**src/verilog/iop89_pkg.sv**
```systemverilog
package iop89_pkg;
  // Byte addresses of each register word
  localparam logic [15:0] P8_DATA_ADDR = 16'hffd8;
  localparam logic [15:0] P9_DATA_ADDR = 16'hffdc;
  localparam logic [15:0] P8_DIR_ADDR = 16'hffe8;
  localparam logic [15:0] P9_DIR_ADDR = 16'hffec;
  localparam logic [15:0] MODE_ADDR = 16'hfff0;
  localparam logic [15:0] TOC_ADDR = 16'hfff4;
  localparam logic [15:0] P8_STAT_ADDR = 16'hfff8;
  localparam logic [7:0] P8_DATA_RST = 8'h00;
  localparam logic [7:0] P8_DIR_RST = 8'h00;
  localparam logic [7:0] P9_DATA_RST = 8'hc0;
  localparam logic [7:0] P9_DIR_RST = 8'hc0;
  localparam logic [7:0] DIR_READ_VAL = 8'hff;
  localparam logic [7:0] P9_FIXED_ONES = 8'hc0;
  localparam logic [7:0] P9_FIXED_MASK = 8'he0;
  localparam int P9_WIDTH = 5;
  localparam int CMP_A_BIT = 1;
  localparam int CMP_B_BIT = 2;
  localparam int CAP_LO_BIT = 3;
  localparam int CAP_D_BIT = 6;
  localparam int CLK_IN_BIT = 0;
  localparam int TOC_A_BIT = 0;
  localparam int TOC_B_BIT = 1;
  typedef enum logic [2:0]
  {
    IOP89_ACTIVE,
    IOP89_SUBACTIVE,
    IOP89_SLEEP,
    IOP89_SUBSLEEP,
    IOP89_WATCH,
    IOP89_STANDBY
  } iop89_mode_t;
endpackage

```
**src/verilog/iop89_pin_if.sv**
```systemverilog
`timescale 1ns/1ps
`default_nettype none
interface iop89_pin_if #(parameter int W = 8);
  logic [W-1:0] data;
  logic [W-1:0] dir;
  logic [W-1:0] pin_in;
  logic [W-1:0] read_val;
  modport ctrl (output data, output dir, output pin_in, input read_val);
  modport port (input data, input dir, input pin_in, output read_val);
endinterface
`default_nettype wire

```
**src/verilog/iop89_port_read.sv**
```systemverilog
`timescale 1ns/1ps
`default_nettype none
module iop89_port_read #(
  parameter int W = 8
)(
  iop89_pin_if.port pi
);
  // Output bits show the latch, input bits the live level
  assign pi.read_val = (pi.dir & pi.data) | (~pi.dir & pi.pin_in);
endmodule
`default_nettype wire

```
**src/verilog/iop89_top.sv**
```systemverilog
// What this block does
// RQ1: Port8 direction bit 1 output; reads ones
// RQ2: Port8 read: latch if output, else pin
// RQ3: Pins 6..3 always feed capture inputs
// RQ4: Pin 6 feeds capture d always
// RQ5: Compare a enable overrides pin 1 direction
// RQ6: Compare b enable overrides pin 2 direction
// RQ7: Port8 hi-z reset/standby, hold in sleeps
// RQ8: Port9 five pins, bits 4..0
// RQ9: Port9 data bits 7,6 one; 5 zero
// RQ10: Port9 read: latch if output, else pin
// RQ11: Port9 data resets to c0
// RQ12: Port9 direction bit 1 output
// RQ13: Port9 direction write-only, reset c0, reads ones
// RQ14: Port9 hi-z reset/standby, hold in sleeps
// RQ15: Drivers enabled only in working/holding modes
`timescale 1ns/1ps
`default_nettype none
module iop89_top #(
  parameter int P8_WIDTH = 8,
  parameter int P9_WIDTH = 5
)(
  input wire logic hclk,
  input wire logic hresetn,
  input wire logic hsel,
  input wire logic [31:0] haddr,
  input wire logic [1:0] htrans,
  input wire logic hwrite,
  input wire logic [2:0] hsize,
  input wire logic [31:0] hwdata,
  input wire logic hready,
  output logic [31:0] hrdata,
  output logic hreadyout,
  output logic hresp,
  input wire logic [P8_WIDTH-1:0] p8_in,
  output logic [P8_WIDTH-1:0] p8_out,
  output logic [P8_WIDTH-1:0] p8_oe,
  input wire logic [P9_WIDTH-1:0] p9_in,
  output logic [P9_WIDTH-1:0] p9_out,
  output logic [P9_WIDTH-1:0] p9_oe,
  input wire logic compare_out_a,
  input wire logic compare_out_b,
  output logic capture_in_a,
  output logic capture_in_b,
  output logic capture_in_c,
  output logic capture_in_d,
  output logic timer_ext_clock_in
);
  logic [7:0] port8_pin_data_r;
  logic [7:0] port8_direction_r;
  logic [7:0] port9_pin_data_r;
  logic [7:0] port9_direction_r;
  logic [1:0] timer_output_control_r;
  iop89_pkg::iop89_mode_t mode_r;
  logic wr_pend_r;
  logic [15:0] addr_r;
  logic [7:0] rdata_nxt;
  logic [7:0] p8_out_nxt;
  logic [7:0] p8_oe_nxt;
  logic [4:0] p9_oe_nxt;
  logic run;
  logic hold;
  logic take;

  iop89_pin_if #(.W(8)) p8if ();
  iop89_pin_if #(.W(5)) p9if ();

  assign p8if.data = port8_pin_data_r;
  assign p8if.dir = port8_direction_r;
  assign p8if.pin_in = p8_in;
  assign p9if.data = port9_pin_data_r[4:0];
  assign p9if.dir = port9_direction_r[4:0];
  assign p9if.pin_in = p9_in;

  // Port8 read mux
  // RQ2: latch or pin
  iop89_port_read #(.W(8)) u_p8_read (.pi(p8if));
  // Port9 read mux
  // RQ10: latch or pin
  iop89_port_read #(.W(5)) u_p9_read (.pi(p9if));

  assign take = hsel && hready && htrans[1];

  // RQ15: mode gating
  assign run = (mode_r == iop89_pkg::IOP89_ACTIVE) || (mode_r == iop89_pkg::IOP89_SUBACTIVE);
  assign hold = (mode_r == iop89_pkg::IOP89_SLEEP) || (mode_r == iop89_pkg::IOP89_SUBSLEEP)
    || (mode_r == iop89_pkg::IOP89_WATCH);

  // Address phase capture
  always_ff @(posedge hclk or negedge hresetn)
  begin
    if (!hresetn)
    begin
      wr_pend_r <= 1'b0;
      addr_r <= 16'h0000;
    end
    else
    begin
      wr_pend_r <= take && hwrite;
      if (take)
      begin
        addr_r <= haddr[15:0];
      end
    end
  end

  // Port8 registers
  always_ff @(posedge hclk or negedge hresetn)
  begin
    if (!hresetn)
    begin
      port8_pin_data_r <= iop89_pkg::P8_DATA_RST;
      port8_direction_r <= iop89_pkg::P8_DIR_RST;
    end
    else if (wr_pend_r)
    begin
      if (addr_r == iop89_pkg::P8_DATA_ADDR)
      begin
        port8_pin_data_r <= hwdata[7:0];
      end
      // RQ1: direction store
      if (addr_r == iop89_pkg::P8_DIR_ADDR)
      begin
        port8_direction_r <= hwdata[7:0];
      end
    end
  end

  // Port9 registers, only bits 4..0 are real
  always_ff @(posedge hclk or negedge hresetn)
  begin
    if (!hresetn)
    begin
      // RQ11: data reset
      port9_pin_data_r <= iop89_pkg::P9_DATA_RST;
      // RQ13: direction reset
      port9_direction_r <= iop89_pkg::P9_DIR_RST;
    end
    else if (wr_pend_r)
    begin
      // RQ8: bits 4..0 only
      // RQ9: fixed upper bits
      if (addr_r == iop89_pkg::P9_DATA_ADDR)
      begin
        port9_pin_data_r <= (hwdata[7:0] & ~iop89_pkg::P9_FIXED_MASK) | iop89_pkg::P9_FIXED_ONES;
      end
      // RQ12: direction store
      if (addr_r == iop89_pkg::P9_DIR_ADDR)
      begin
        port9_direction_r <= (hwdata[7:0] & ~iop89_pkg::P9_FIXED_MASK) | iop89_pkg::P9_FIXED_ONES;
      end
    end
  end

  // Mode and timer output control
  always_ff @(posedge hclk or negedge hresetn)
  begin
    if (!hresetn)
    begin
      mode_r <= iop89_pkg::IOP89_ACTIVE;
      timer_output_control_r <= 2'b00;
    end
    else if (wr_pend_r)
    begin
      if (addr_r == iop89_pkg::MODE_ADDR)
      begin
        case (hwdata[2:0])
          3'h0: mode_r <= iop89_pkg::IOP89_ACTIVE;
          3'h1: mode_r <= iop89_pkg::IOP89_SUBACTIVE;
          3'h2: mode_r <= iop89_pkg::IOP89_SLEEP;
          3'h3: mode_r <= iop89_pkg::IOP89_SUBSLEEP;
          3'h4: mode_r <= iop89_pkg::IOP89_WATCH;
          3'h5: mode_r <= iop89_pkg::IOP89_STANDBY;
          default: mode_r <= mode_r;
        endcase
      end
      if (addr_r == iop89_pkg::TOC_ADDR)
      begin
        timer_output_control_r <= hwdata[1:0];
      end
    end
  end

  // Read data; unmapped reads as zero
  always_comb
  begin
    rdata_nxt = 8'h00;
    case (addr_r)
      iop89_pkg::P8_DATA_ADDR: rdata_nxt = p8if.read_val;
      // RQ1: reads ones
      iop89_pkg::P8_DIR_ADDR: rdata_nxt = iop89_pkg::DIR_READ_VAL;
      // RQ9: fixed upper bits
      iop89_pkg::P9_DATA_ADDR: rdata_nxt = iop89_pkg::P9_FIXED_ONES | {3'b000, p9if.read_val};
      // RQ13: reads ones
      iop89_pkg::P9_DIR_ADDR: rdata_nxt = iop89_pkg::DIR_READ_VAL;
      iop89_pkg::MODE_ADDR: rdata_nxt = {5'b00000, mode_r};
      iop89_pkg::TOC_ADDR: rdata_nxt = {6'b000000, timer_output_control_r};
      iop89_pkg::P8_STAT_ADDR: rdata_nxt = p8_oe;
      default: rdata_nxt = 8'h00;
    endcase
  end

  assign hrdata = {24'h000000, rdata_nxt};
  assign hreadyout = 1'b1;
  assign hresp = 1'b0;

  // Pin drive values
  always_comb
  begin
    p8_out_nxt = port8_pin_data_r;
    p8_oe_nxt = port8_direction_r;
    // RQ5: compare a override
    if (timer_output_control_r[iop89_pkg::TOC_A_BIT])
    begin
      p8_out_nxt[iop89_pkg::CMP_A_BIT] = compare_out_a;
      p8_oe_nxt[iop89_pkg::CMP_A_BIT] = 1'b1;
    end
    // RQ6: compare b override
    if (timer_output_control_r[iop89_pkg::TOC_B_BIT])
    begin
      p8_out_nxt[iop89_pkg::CMP_B_BIT] = compare_out_b;
      p8_oe_nxt[iop89_pkg::CMP_B_BIT] = 1'b1;
    end
    p9_oe_nxt = port9_direction_r[4:0];
  end

  // Pin outputs: frozen while holding, released in standby
  always_ff @(posedge hclk or negedge hresetn)
  begin
    if (!hresetn)
    begin
      // RQ7: hi-z reset
      p8_out <= 8'h00;
      p8_oe <= 8'h00;
      // RQ14: hi-z reset
      p9_out <= 5'h00;
      p9_oe <= 5'h00;
    end
    else if (run)
    begin
      p8_out <= p8_out_nxt;
      p8_oe <= p8_oe_nxt;
      p9_out <= port9_pin_data_r[4:0];
      p9_oe <= p9_oe_nxt;
    end
    // RQ7: standby release
    // RQ14: standby release
    else if (!hold)
    begin
      p8_oe <= 8'h00;
      p9_oe <= 5'h00;
    end
  end

  // Capture feeds; registered so outputs come from flops, one cycle late
  always_ff @(posedge hclk or negedge hresetn)
  begin
    if (!hresetn)
    begin
      capture_in_a <= 1'b0;
      capture_in_b <= 1'b0;
      capture_in_c <= 1'b0;
      capture_in_d <= 1'b0;
      timer_ext_clock_in <= 1'b0;
    end
    else
    begin
      // RQ3: capture feeds
      capture_in_a <= p8_in[iop89_pkg::CAP_LO_BIT];
      capture_in_b <= p8_in[iop89_pkg::CAP_LO_BIT + 1];
      capture_in_c <= p8_in[iop89_pkg::CAP_LO_BIT + 2];
      // RQ4: pin 6 feed
      capture_in_d <= p8_in[iop89_pkg::CAP_D_BIT];
      timer_ext_clock_in <= p8_in[iop89_pkg::CLK_IN_BIT];
    end
  end
endmodule
`default_nettype wire
```
**config.mk**
```make
export PLATFORM = sky130hd
export DESIGN_NAME = iop89_top
export DESIGN_NICKNAME = d
export VERILOG_FILES = /design/src/verilog/iop89_pkg.sv /design/src/verilog/iop89_pin_if.sv /design/src/verilog/iop89_port_read.sv /design/src/verilog/iop89_top.sv
export SDC_FILE = /design/constraint.sdc
export NUM_CORES = 1
export LEC_CHECK = 0
export ABC_AREA = 1
export BUFFER_PORTS_ARGS = -buffer_cell sky130_fd_sc_hd__buf_2
export CAP_MARGIN = 20
export CORE_ASPECT_RATIO = 1.2
export CORE_UTILIZATION = 25
export DETAILED_ROUTE_END_ITERATION = 12
export REMOVE_ABC_BUFFERS = 1
export SLEW_MARGIN = 10
export SYNTH_ARGS = -nofsm -noshare
export SYNTH_HDL_FRONTEND = slang
export SYNTH_SLANG_ARGS = --single-unit
```
**constraint.sdc**
```tcl
create_clock -name hclk -period 1.97 [get_ports hclk]
set_clock_uncertainty 0.05 [all_clocks]
set_input_delay 0.394 -clock hclk [delete_from_list [all_inputs] [get_ports hclk]]
set_output_delay 0.394 -clock hclk [all_outputs]
set_load 0.1 [all_outputs]
```
==> impl_results.md, run 1 <==
- Status: finished with violations
- Violated checks: negative setup slack
- HP Class: input port to flip-flop
- Met2 wire len: 4620 um
- Wire length on met1: 4300 um
- Initial core utilization: 0.256
- Layout cells sized above 1: 0.324
- First-pass GRT wire length: 15,200 um
- Pins Over Slew Limit: 0
- Reg clk slew, reported paths: 0.07 ns
- DR iter-0 viols: 151
- Synth area leader: dfrtp_1
- Final setup fails: 8
- CP Class: flip-flop to primary output
- Antenna viol nets, final: 0
- Max VDD drop: 0.445 mV
- Synth Instances: 446
- CTS Sinks: 79
- Total grt overflow: 0
- GP Congestion: 0.841
- Power per cell area: 763 mW/mm2
- Worst EP arrival: 1.87 ns
- Worst EP required: 1.53 ns
- Core Box Area: 0.0150 mm2
- Synth warn: 0
- Num CTS Buffers: 9
- Wire per inst: 12.6 um
- Die span in x: 115 um
- Number of global-route vias before repair: 2,998
- Synthesized area per cell: 8.58 um2
- Maximum clock insertion buffer count: 2
- Filler cell count: 1,601
- DRC violation count after routing: 0
- CP endpoint kind: primary output
- Vias per cell: 4.17
- Synth cell types: 25
- Final hold vios: 0
- Fin Setup TNS: -2.39 ns
- Drt first pass iters: 4
- GRT Total Usage: 0.129
- CTS root buf: clkbuf_16
- Routed WL: 9650 um
- Clk_lat worst skew: 0.35 ns
- Largest net degree at the start of global routing: 44
- Syn-to-layout area delta: 33.6%
- Worst Setup Slack, final: -0.342 ns
- Mapped Area: 0.00382 mm2
- Largest cells by area after synthesis: dfrtp_1 (52%), nand2_1 (13%), nand3_1 (5.6%)
- Full die area: 0.0158 mm2
- CTS tree: yes
- Sequential fraction of the synthesis area: 0.517
- Post-Layout Inst Area: 0.00511 mm2
- Final period utilization: 1.17
- Actual slew at the worst max-slew pin: 0.607 ns
- Highest Signal Layer: met5
- Via count: 3,188
- Max-cap violations: 0
- Unrepaired setup endpoints after global routing: true
- Top cell type's share of synthesized area: 0.517
- Post-DP Area: 0.00459 mm2
- Nets: 645
- Fmax: 433 MHz
- Die height: 137 um
- #FFs+latches synth: 79
- Setup crit start kind: flip-flop
- Metal3 WL: 530 um
- Lkg Pwr: 2.51 nW
- Initial antenna violation count: 1
- Port Buffers: 83
- Tmin final: 2.31 ns
- H-tree depth: 3
- Final cell utilization of the core: 0.342
- ANT cells: 0
- Post-place setup slack: 0.00881 ns
- Max FO, Critical Path: 5
- Final HPWL from detailed placement: 6950 um
- Num rows: 49
- Relative slew slack: 0.594
- Top-Level Pins: 154
-- repair_timing --
action                                 CTS  global route
buffers inserted                         6             5
hold buffers                             1             0
setup endpoints to repair                8            12
cloned                                   0             3
resized for setup                        5            19
pin swaps                                9            12
endpoints found under the hold margin   26             0
-- worst paths after layout --
check,cells past startpoint,endpoint,slack [ns],from
setup / recovery,8,hrdata[0],-0.34,addr_r[1]$_DFFE_PN0P_
hold / removal,1,capture_in_c$_DFF_PN0_,0.11,p8_in[5]
setup reg to reg,9,mode_r[1]$_DFFE_PN0P_,0.21,addr_r[14]$_DFFE_PN0P_
hold reg to reg,2,p8_out[6]$_DFFE_PN0N_,0.42,p8_out[6]$_DFFE_PN0N_
max in group asynchronous,3,addr_r[13]$_DFFE_PN0P_,0.80,hresetn
min in group asynchronous,2,p9_out[4]$_DFFE_PN0N_,0.46,hresetn
-- kinds of logic (layout without fill, tap and decap cells) --
group | Yosys count | in the layout | share of synthesized area
other | 2 | 26 | 0.00196
flip-flops | 79 | 79 | 0.517
AO/OA/AOI/OAI | 53 | 53 | 0.0743
multiplexers | 16 | 16 | 0.0458
buffers and inverters | 76 | 167 | 0.105
AND/OR/NAND/NOR | 220 | 220 | 0.256
-- power breakdown --
part	internal, mW	total, mW	switching, mW
Sequential	1.69	1.74	0.0459
Clock	0.866	1.59	0.722
Combinational	0.133	0.577	0.443
-- layer usage --
layer  up-vias  global-route usage
met5         -                   0
met4         2              0.0577
met3        18              0.0334
met2        95               0.216
met1      1473               0.157
li1       1600                   -
-- worst max-delay path, cell delays in order (launching register included) --
cell and delay, ns:
dfrtp_1 0.40, nor2_4 0.18, nand2_1 0.10, nor2_1 0.26
nand2_2 0.11, nor2_1 0.12, nor2_1 0.05, nand2_2 0.10
buf_12 0.18
-- layout by cell type, fill, tap and decap left out, drive strengths merged --
cell type,n
dfrtp,79
o21ai,47
inv,41
dlygate4sd3,1
nor3,2
nor2,33
nand3,45
mux2,12
mux2i,4
clkbuf,11
nand4,4
conb,26
buf,110
a21oi,6
clkinv,2
clkinvlp,2
nand2,136
-- cell usage after synthesis --
master      n
a21oi_1     6
buf_2       4
buf_4      26
buf_6       2
clkbuf_1    6
conb_1      2
dfrtp_1    79
inv_1      35
inv_2       3
mux2_2     12
mux2i_1     4
nand2_1   133
nand2_2     1
nand2_4     2
nand3_1    43
nand3_2     2
nand4_1     4
nor2_1     26
nor2_2      1
nor2_4      5
nor2_8      1
nor3_1      2
o21ai_0    34
o21ai_1     8
o21ai_2     5
-- per-stage QoR --
stage                     std cells  total power [mW]  hold WS, ns
final                           765              3.90        0.114
after global routing            765              4.08        0.102
after CTS                       757              3.93       0.0989
after detailed placement        734              2.31        0.291
after global placement          734              2.31        0.290
after floorplan                 432              2.17       0.0484
-- layout make-up --
class / count / area [um2] / share of cell area
tap: 204 / 255 / 0.0500
inverter: 38 / 143 / 0.0279
sequential: 79 / 1980 / 0.387
timing repair buffer: 113 / 858 / 0.168
clock buffer: 9 / 225 / 0.0441
multi-input combinational: 315 / 1600 / 0.312
clock inverter: 7 / 55.1 / 0.0108
-- registers in the layout, indices dropped and copies added, names as in the netlist, 3 cells and up --
signal	count
addr_r	16
mode_r	3
p8_oe	8
p8_out	8
p8if.data	8
p8if.dir	8
p9_oe	5
p9_out	5
port9_direction_r	5
port9_pin_data_r	5
No activity file was read; power rests on OpenSTA's default activity.
==> inputs of run 2 (changes only) <==
Settings changed: CORE_UTILIZATION 25 to 49, PLACE_DENSITY from default to 0.81.
==> impl_results.md, run 2 (same netlist as run 1, synthesis figures left out) <==
- First-pass GRT wire length: 14,200 um (was 15,200 um)
- Most frequent cells in the layout: nand2_1 (117), dfrtp_1 (79), buf_2 (74) (was nand2_1 (120), dfrtp_1 (79), buf_2 (74))
- Port Buffers: 83 (unchanged)
- Clk_lat worst skew: 0.35 ns (about the same)
- Filler cell count: 613 (was 1,601)
- Max FO, Critical Path: 8 (was 5)
- Syn-to-layout area delta: 27.9% (was 33.6%)
- Worst EP arrival: 1.83 ns (was 1.87 ns)
- Antenna viol nets, final: 0 (unchanged)
- Worst EP required: 1.53 ns (about the same)
- Routed WL: 9040 um (was 9650 um)
- Final period utilization: 1.15 (was 1.17)
- Cell family contributing the most delay on the critical path: simple AND/OR/NAND/NOR gates (unchanged)
- H-tree depth: 3 (unchanged)
- Lkg Pwr: 2.48 nW (was 2.51 nW)
- Net load switching power: 1.08 mW (was 1.21 mW)
- Reg clk slew, reported paths: 0.08 ns (was 0.07 ns)
- Unrepaired setup endpoints after global routing: true (unchanged)
- Wire per inst: 14.1 um (was 12.6 um)
- CTS Sinks: 79 (unchanged)
- Final cell count without fillers: 643 (was 765)
- Placed Cells: 617 (was 734)
- Die span in x: 82.7 um (was 115 um)
- HP Class: input port to flip-flop (unchanged)
- Hold WS: 0.111 ns (was 0.114 ns)
- Nets: 637 (was 645)
- Core Box Area: 0.00740 mm2 (was 0.0150 mm2)
- Num CTS Buffers: 9 (unchanged)
- Post-place setup slack: -0.151 ns (was 0.00881 ns)
- Violated checks: negative setup slack (unchanged)
- Worst Setup Slack, final: -0.305 ns (was -0.342 ns)
- Post-DP Area: 0.00442 mm2 (was 0.00459 mm2)
- Cell Int Power: 2.67 mW (was 2.69 mW)
- Maximum clock insertion buffer count: 2 (unchanged)
- Pins Over Slew Limit: 0 (unchanged)
- DRC violation count after routing: 0 (unchanged)
- Slowest CP cell: dfrtp_1 (unchanged)
- Via count: 3,286 (was 3,188)
- Die height: 98.8 um (was 137 um)
- Seq pwr share: 0.463 (was 0.445)
- Combinational share of power: 0.158 (was 0.148)
- Top-Level Pins: 154 (unchanged)
- Power per cell area: 767 mW/mm2 (was 763 mW/mm2)
- Layout cells sized above 1: 0.325 (was 0.324)
- CP endpoint kind: primary output (unchanged)
- Power Total: 3.75 mW (was 3.90 mW)
- Sw Ratio: 0.289 (was 0.310)
- Drt first pass iters: 4 (unchanged)
- CTS tree: yes (unchanged)
- Num rows: 34 (was 49)
- Max-cap violations: 0 (unchanged)
- GP Congestion: 0.838 (was 0.841)
- Commonest non-fill, non-tap cell in the layout: nand2_1 (unchanged)
- Total grt overflow: 0 (unchanged)
- DR iter-0 viols: 241 (was 151)
- Actual slew at the worst max-slew pin: 0.631 ns (was 0.607 ns)
- Final HPWL from detailed placement: 6440 um (was 6950 um)
- GRT Total Usage: 0.235 (was 0.129)
- Initial core utilization: 0.517 (was 0.256)
- Vias per cell: 5.11 (was 4.17)
- Initial antenna violation count: 0 (was 1)
- Tmin final: 2.27 ns (was 2.31 ns)
- Largest stage delay, worst path: 0.42 ns (was 0.40 ns)
- Setup crit start kind: flip-flop (unchanged)
- Number of global-route vias before repair: 3,134 (was 2,998)
- Top reg by flops: addr_r (unchanged)
- Largest net degree at the start of global routing: 44 (unchanged)
- Clk network pwr share: 0.379 (was 0.407)
- CP Class: flip-flop to primary output (unchanged)
- Crit path cell chain: inv_1 > nor2_2 > nand2_1 > nor2_1 > buf_4 > nand3_2 > nand2_1 > nor2_2 > nand2_2 > buf_12 (was nor2_4 > nand2_1 > nor2_1 > nand2_2 > nor2_1 > nor2_1 > nand2_2 > buf_12)
- Status: finished with violations (unchanged)
- Fmax: 440 MHz (was 433 MHz)
- Full die area: 0.00817 mm2 (was 0.0158 mm2)
- Relative slew slack: 0.578 (was 0.594)
- ANT cells: 0 (unchanged)
- Post-Layout Inst Area: 0.00489 mm2 (was 0.00511 mm2)
- Max VDD drop: 0.442 mV (was 0.445 mV)
- Final hold vios: 0 (unchanged)
- CP Buf/Inv Count: 3 (was 1)
- Max reg flops: 16 (unchanged)
- CTS root buf: clkbuf_8 (was clkbuf_16)
- Final setup fails: 8 (unchanged)
==> run 2: final timing paths <==
| check | endpoint | slack (ns) | cells after the start | from |
|---|---|---|---|---|
| max in group asynchronous | p8_out[4]$_DFFE_PN0N_ | 0.89 | 3 | hresetn |
| setup / recovery | hrdata[0] | -0.30 | 10 | addr_r[3]$_DFFE_PN0P_ |
| hold reg to reg | p8_out[7]$_DFFE_PN0N_ | 0.42 | 2 | p8_out[7]$_DFFE_PN0N_ |
| setup reg to reg | p8if.dir[7]$_DFFE_PN0P_ | 0.23 | 9 | addr_r[11]$_DFFE_PN0P_ |
| hold / removal | capture_in_c$_DFF_PN0_ | 0.11 | 1 | p8_in[5] |
| min in group asynchronous | p8if.dir[6]$_DFFE_PN0P_ | 0.42 | 2 | hresetn |
==> run 2: per-layer routing <==
metal	track usage	wire length, um	vias to the layer above
li1	-	-	1587
met1	0.280	3550	1545
met2	0.386	4680	135
met3	0.0583	599	19
met4	0.117	214	0
met5	0	0	-
==> run 2: what timing repair did <==
item / CTS / global route
hold endpoints to repair: 18 / 0
gates resized for setup: 18 / 17
pin swaps: 11 / 9
buffers inserted: 5 / 1
hold buffers: 1 / 0
cloned: 1 / 2
setup endpoints to repair: 8 / 8
==> run 2: layout make-up <==
type,count,area (um2),area share
timing repair buffer,104,774,0.158
clock buffer,10,128,0.0261
tap,90,113,0.0230
inverter,38,143,0.0292
multi-input combinational,316,1650,0.337
clock inverter,6,109,0.0223
sequential,79,1980,0.404
==> run 2: through the flow <==
step	utilization	TNS, ns
after floorplan	-	-4.60
after global placement	0.597	-0.566
after detailed placement	0.597	-0.725
after CTS	0.646	-2.20
after global routing	0.661	-3.05
final	0.661	-2.11
==> run 2: power groups by stage <==
stage / clock network (mW) / registers [mW] / logic, mW
after global placement: 0 / 1.76 / 0.545
after floorplan: 0 / 1.81 / 0.362
after CTS: 1.45 / 1.73 / 0.575
after detailed placement: 0 / 1.77 / 0.555
after global routing: 1.52 / 1.75 / 0.639
final: 1.42 / 1.74 / 0.592
==> run 2: worst reg2reg max path, cell delays in order, from the launching register on <==
cell and delay, ns:
dfrtp_1 0.38, nand2_2 0.07, nor2_1 0.11, nand2_2 0.12
nor2_4 0.19, buf_4 0.14, nand3_2 0.26, inv_1 0.23
nand2_1 0.07, nand2_1 0.06
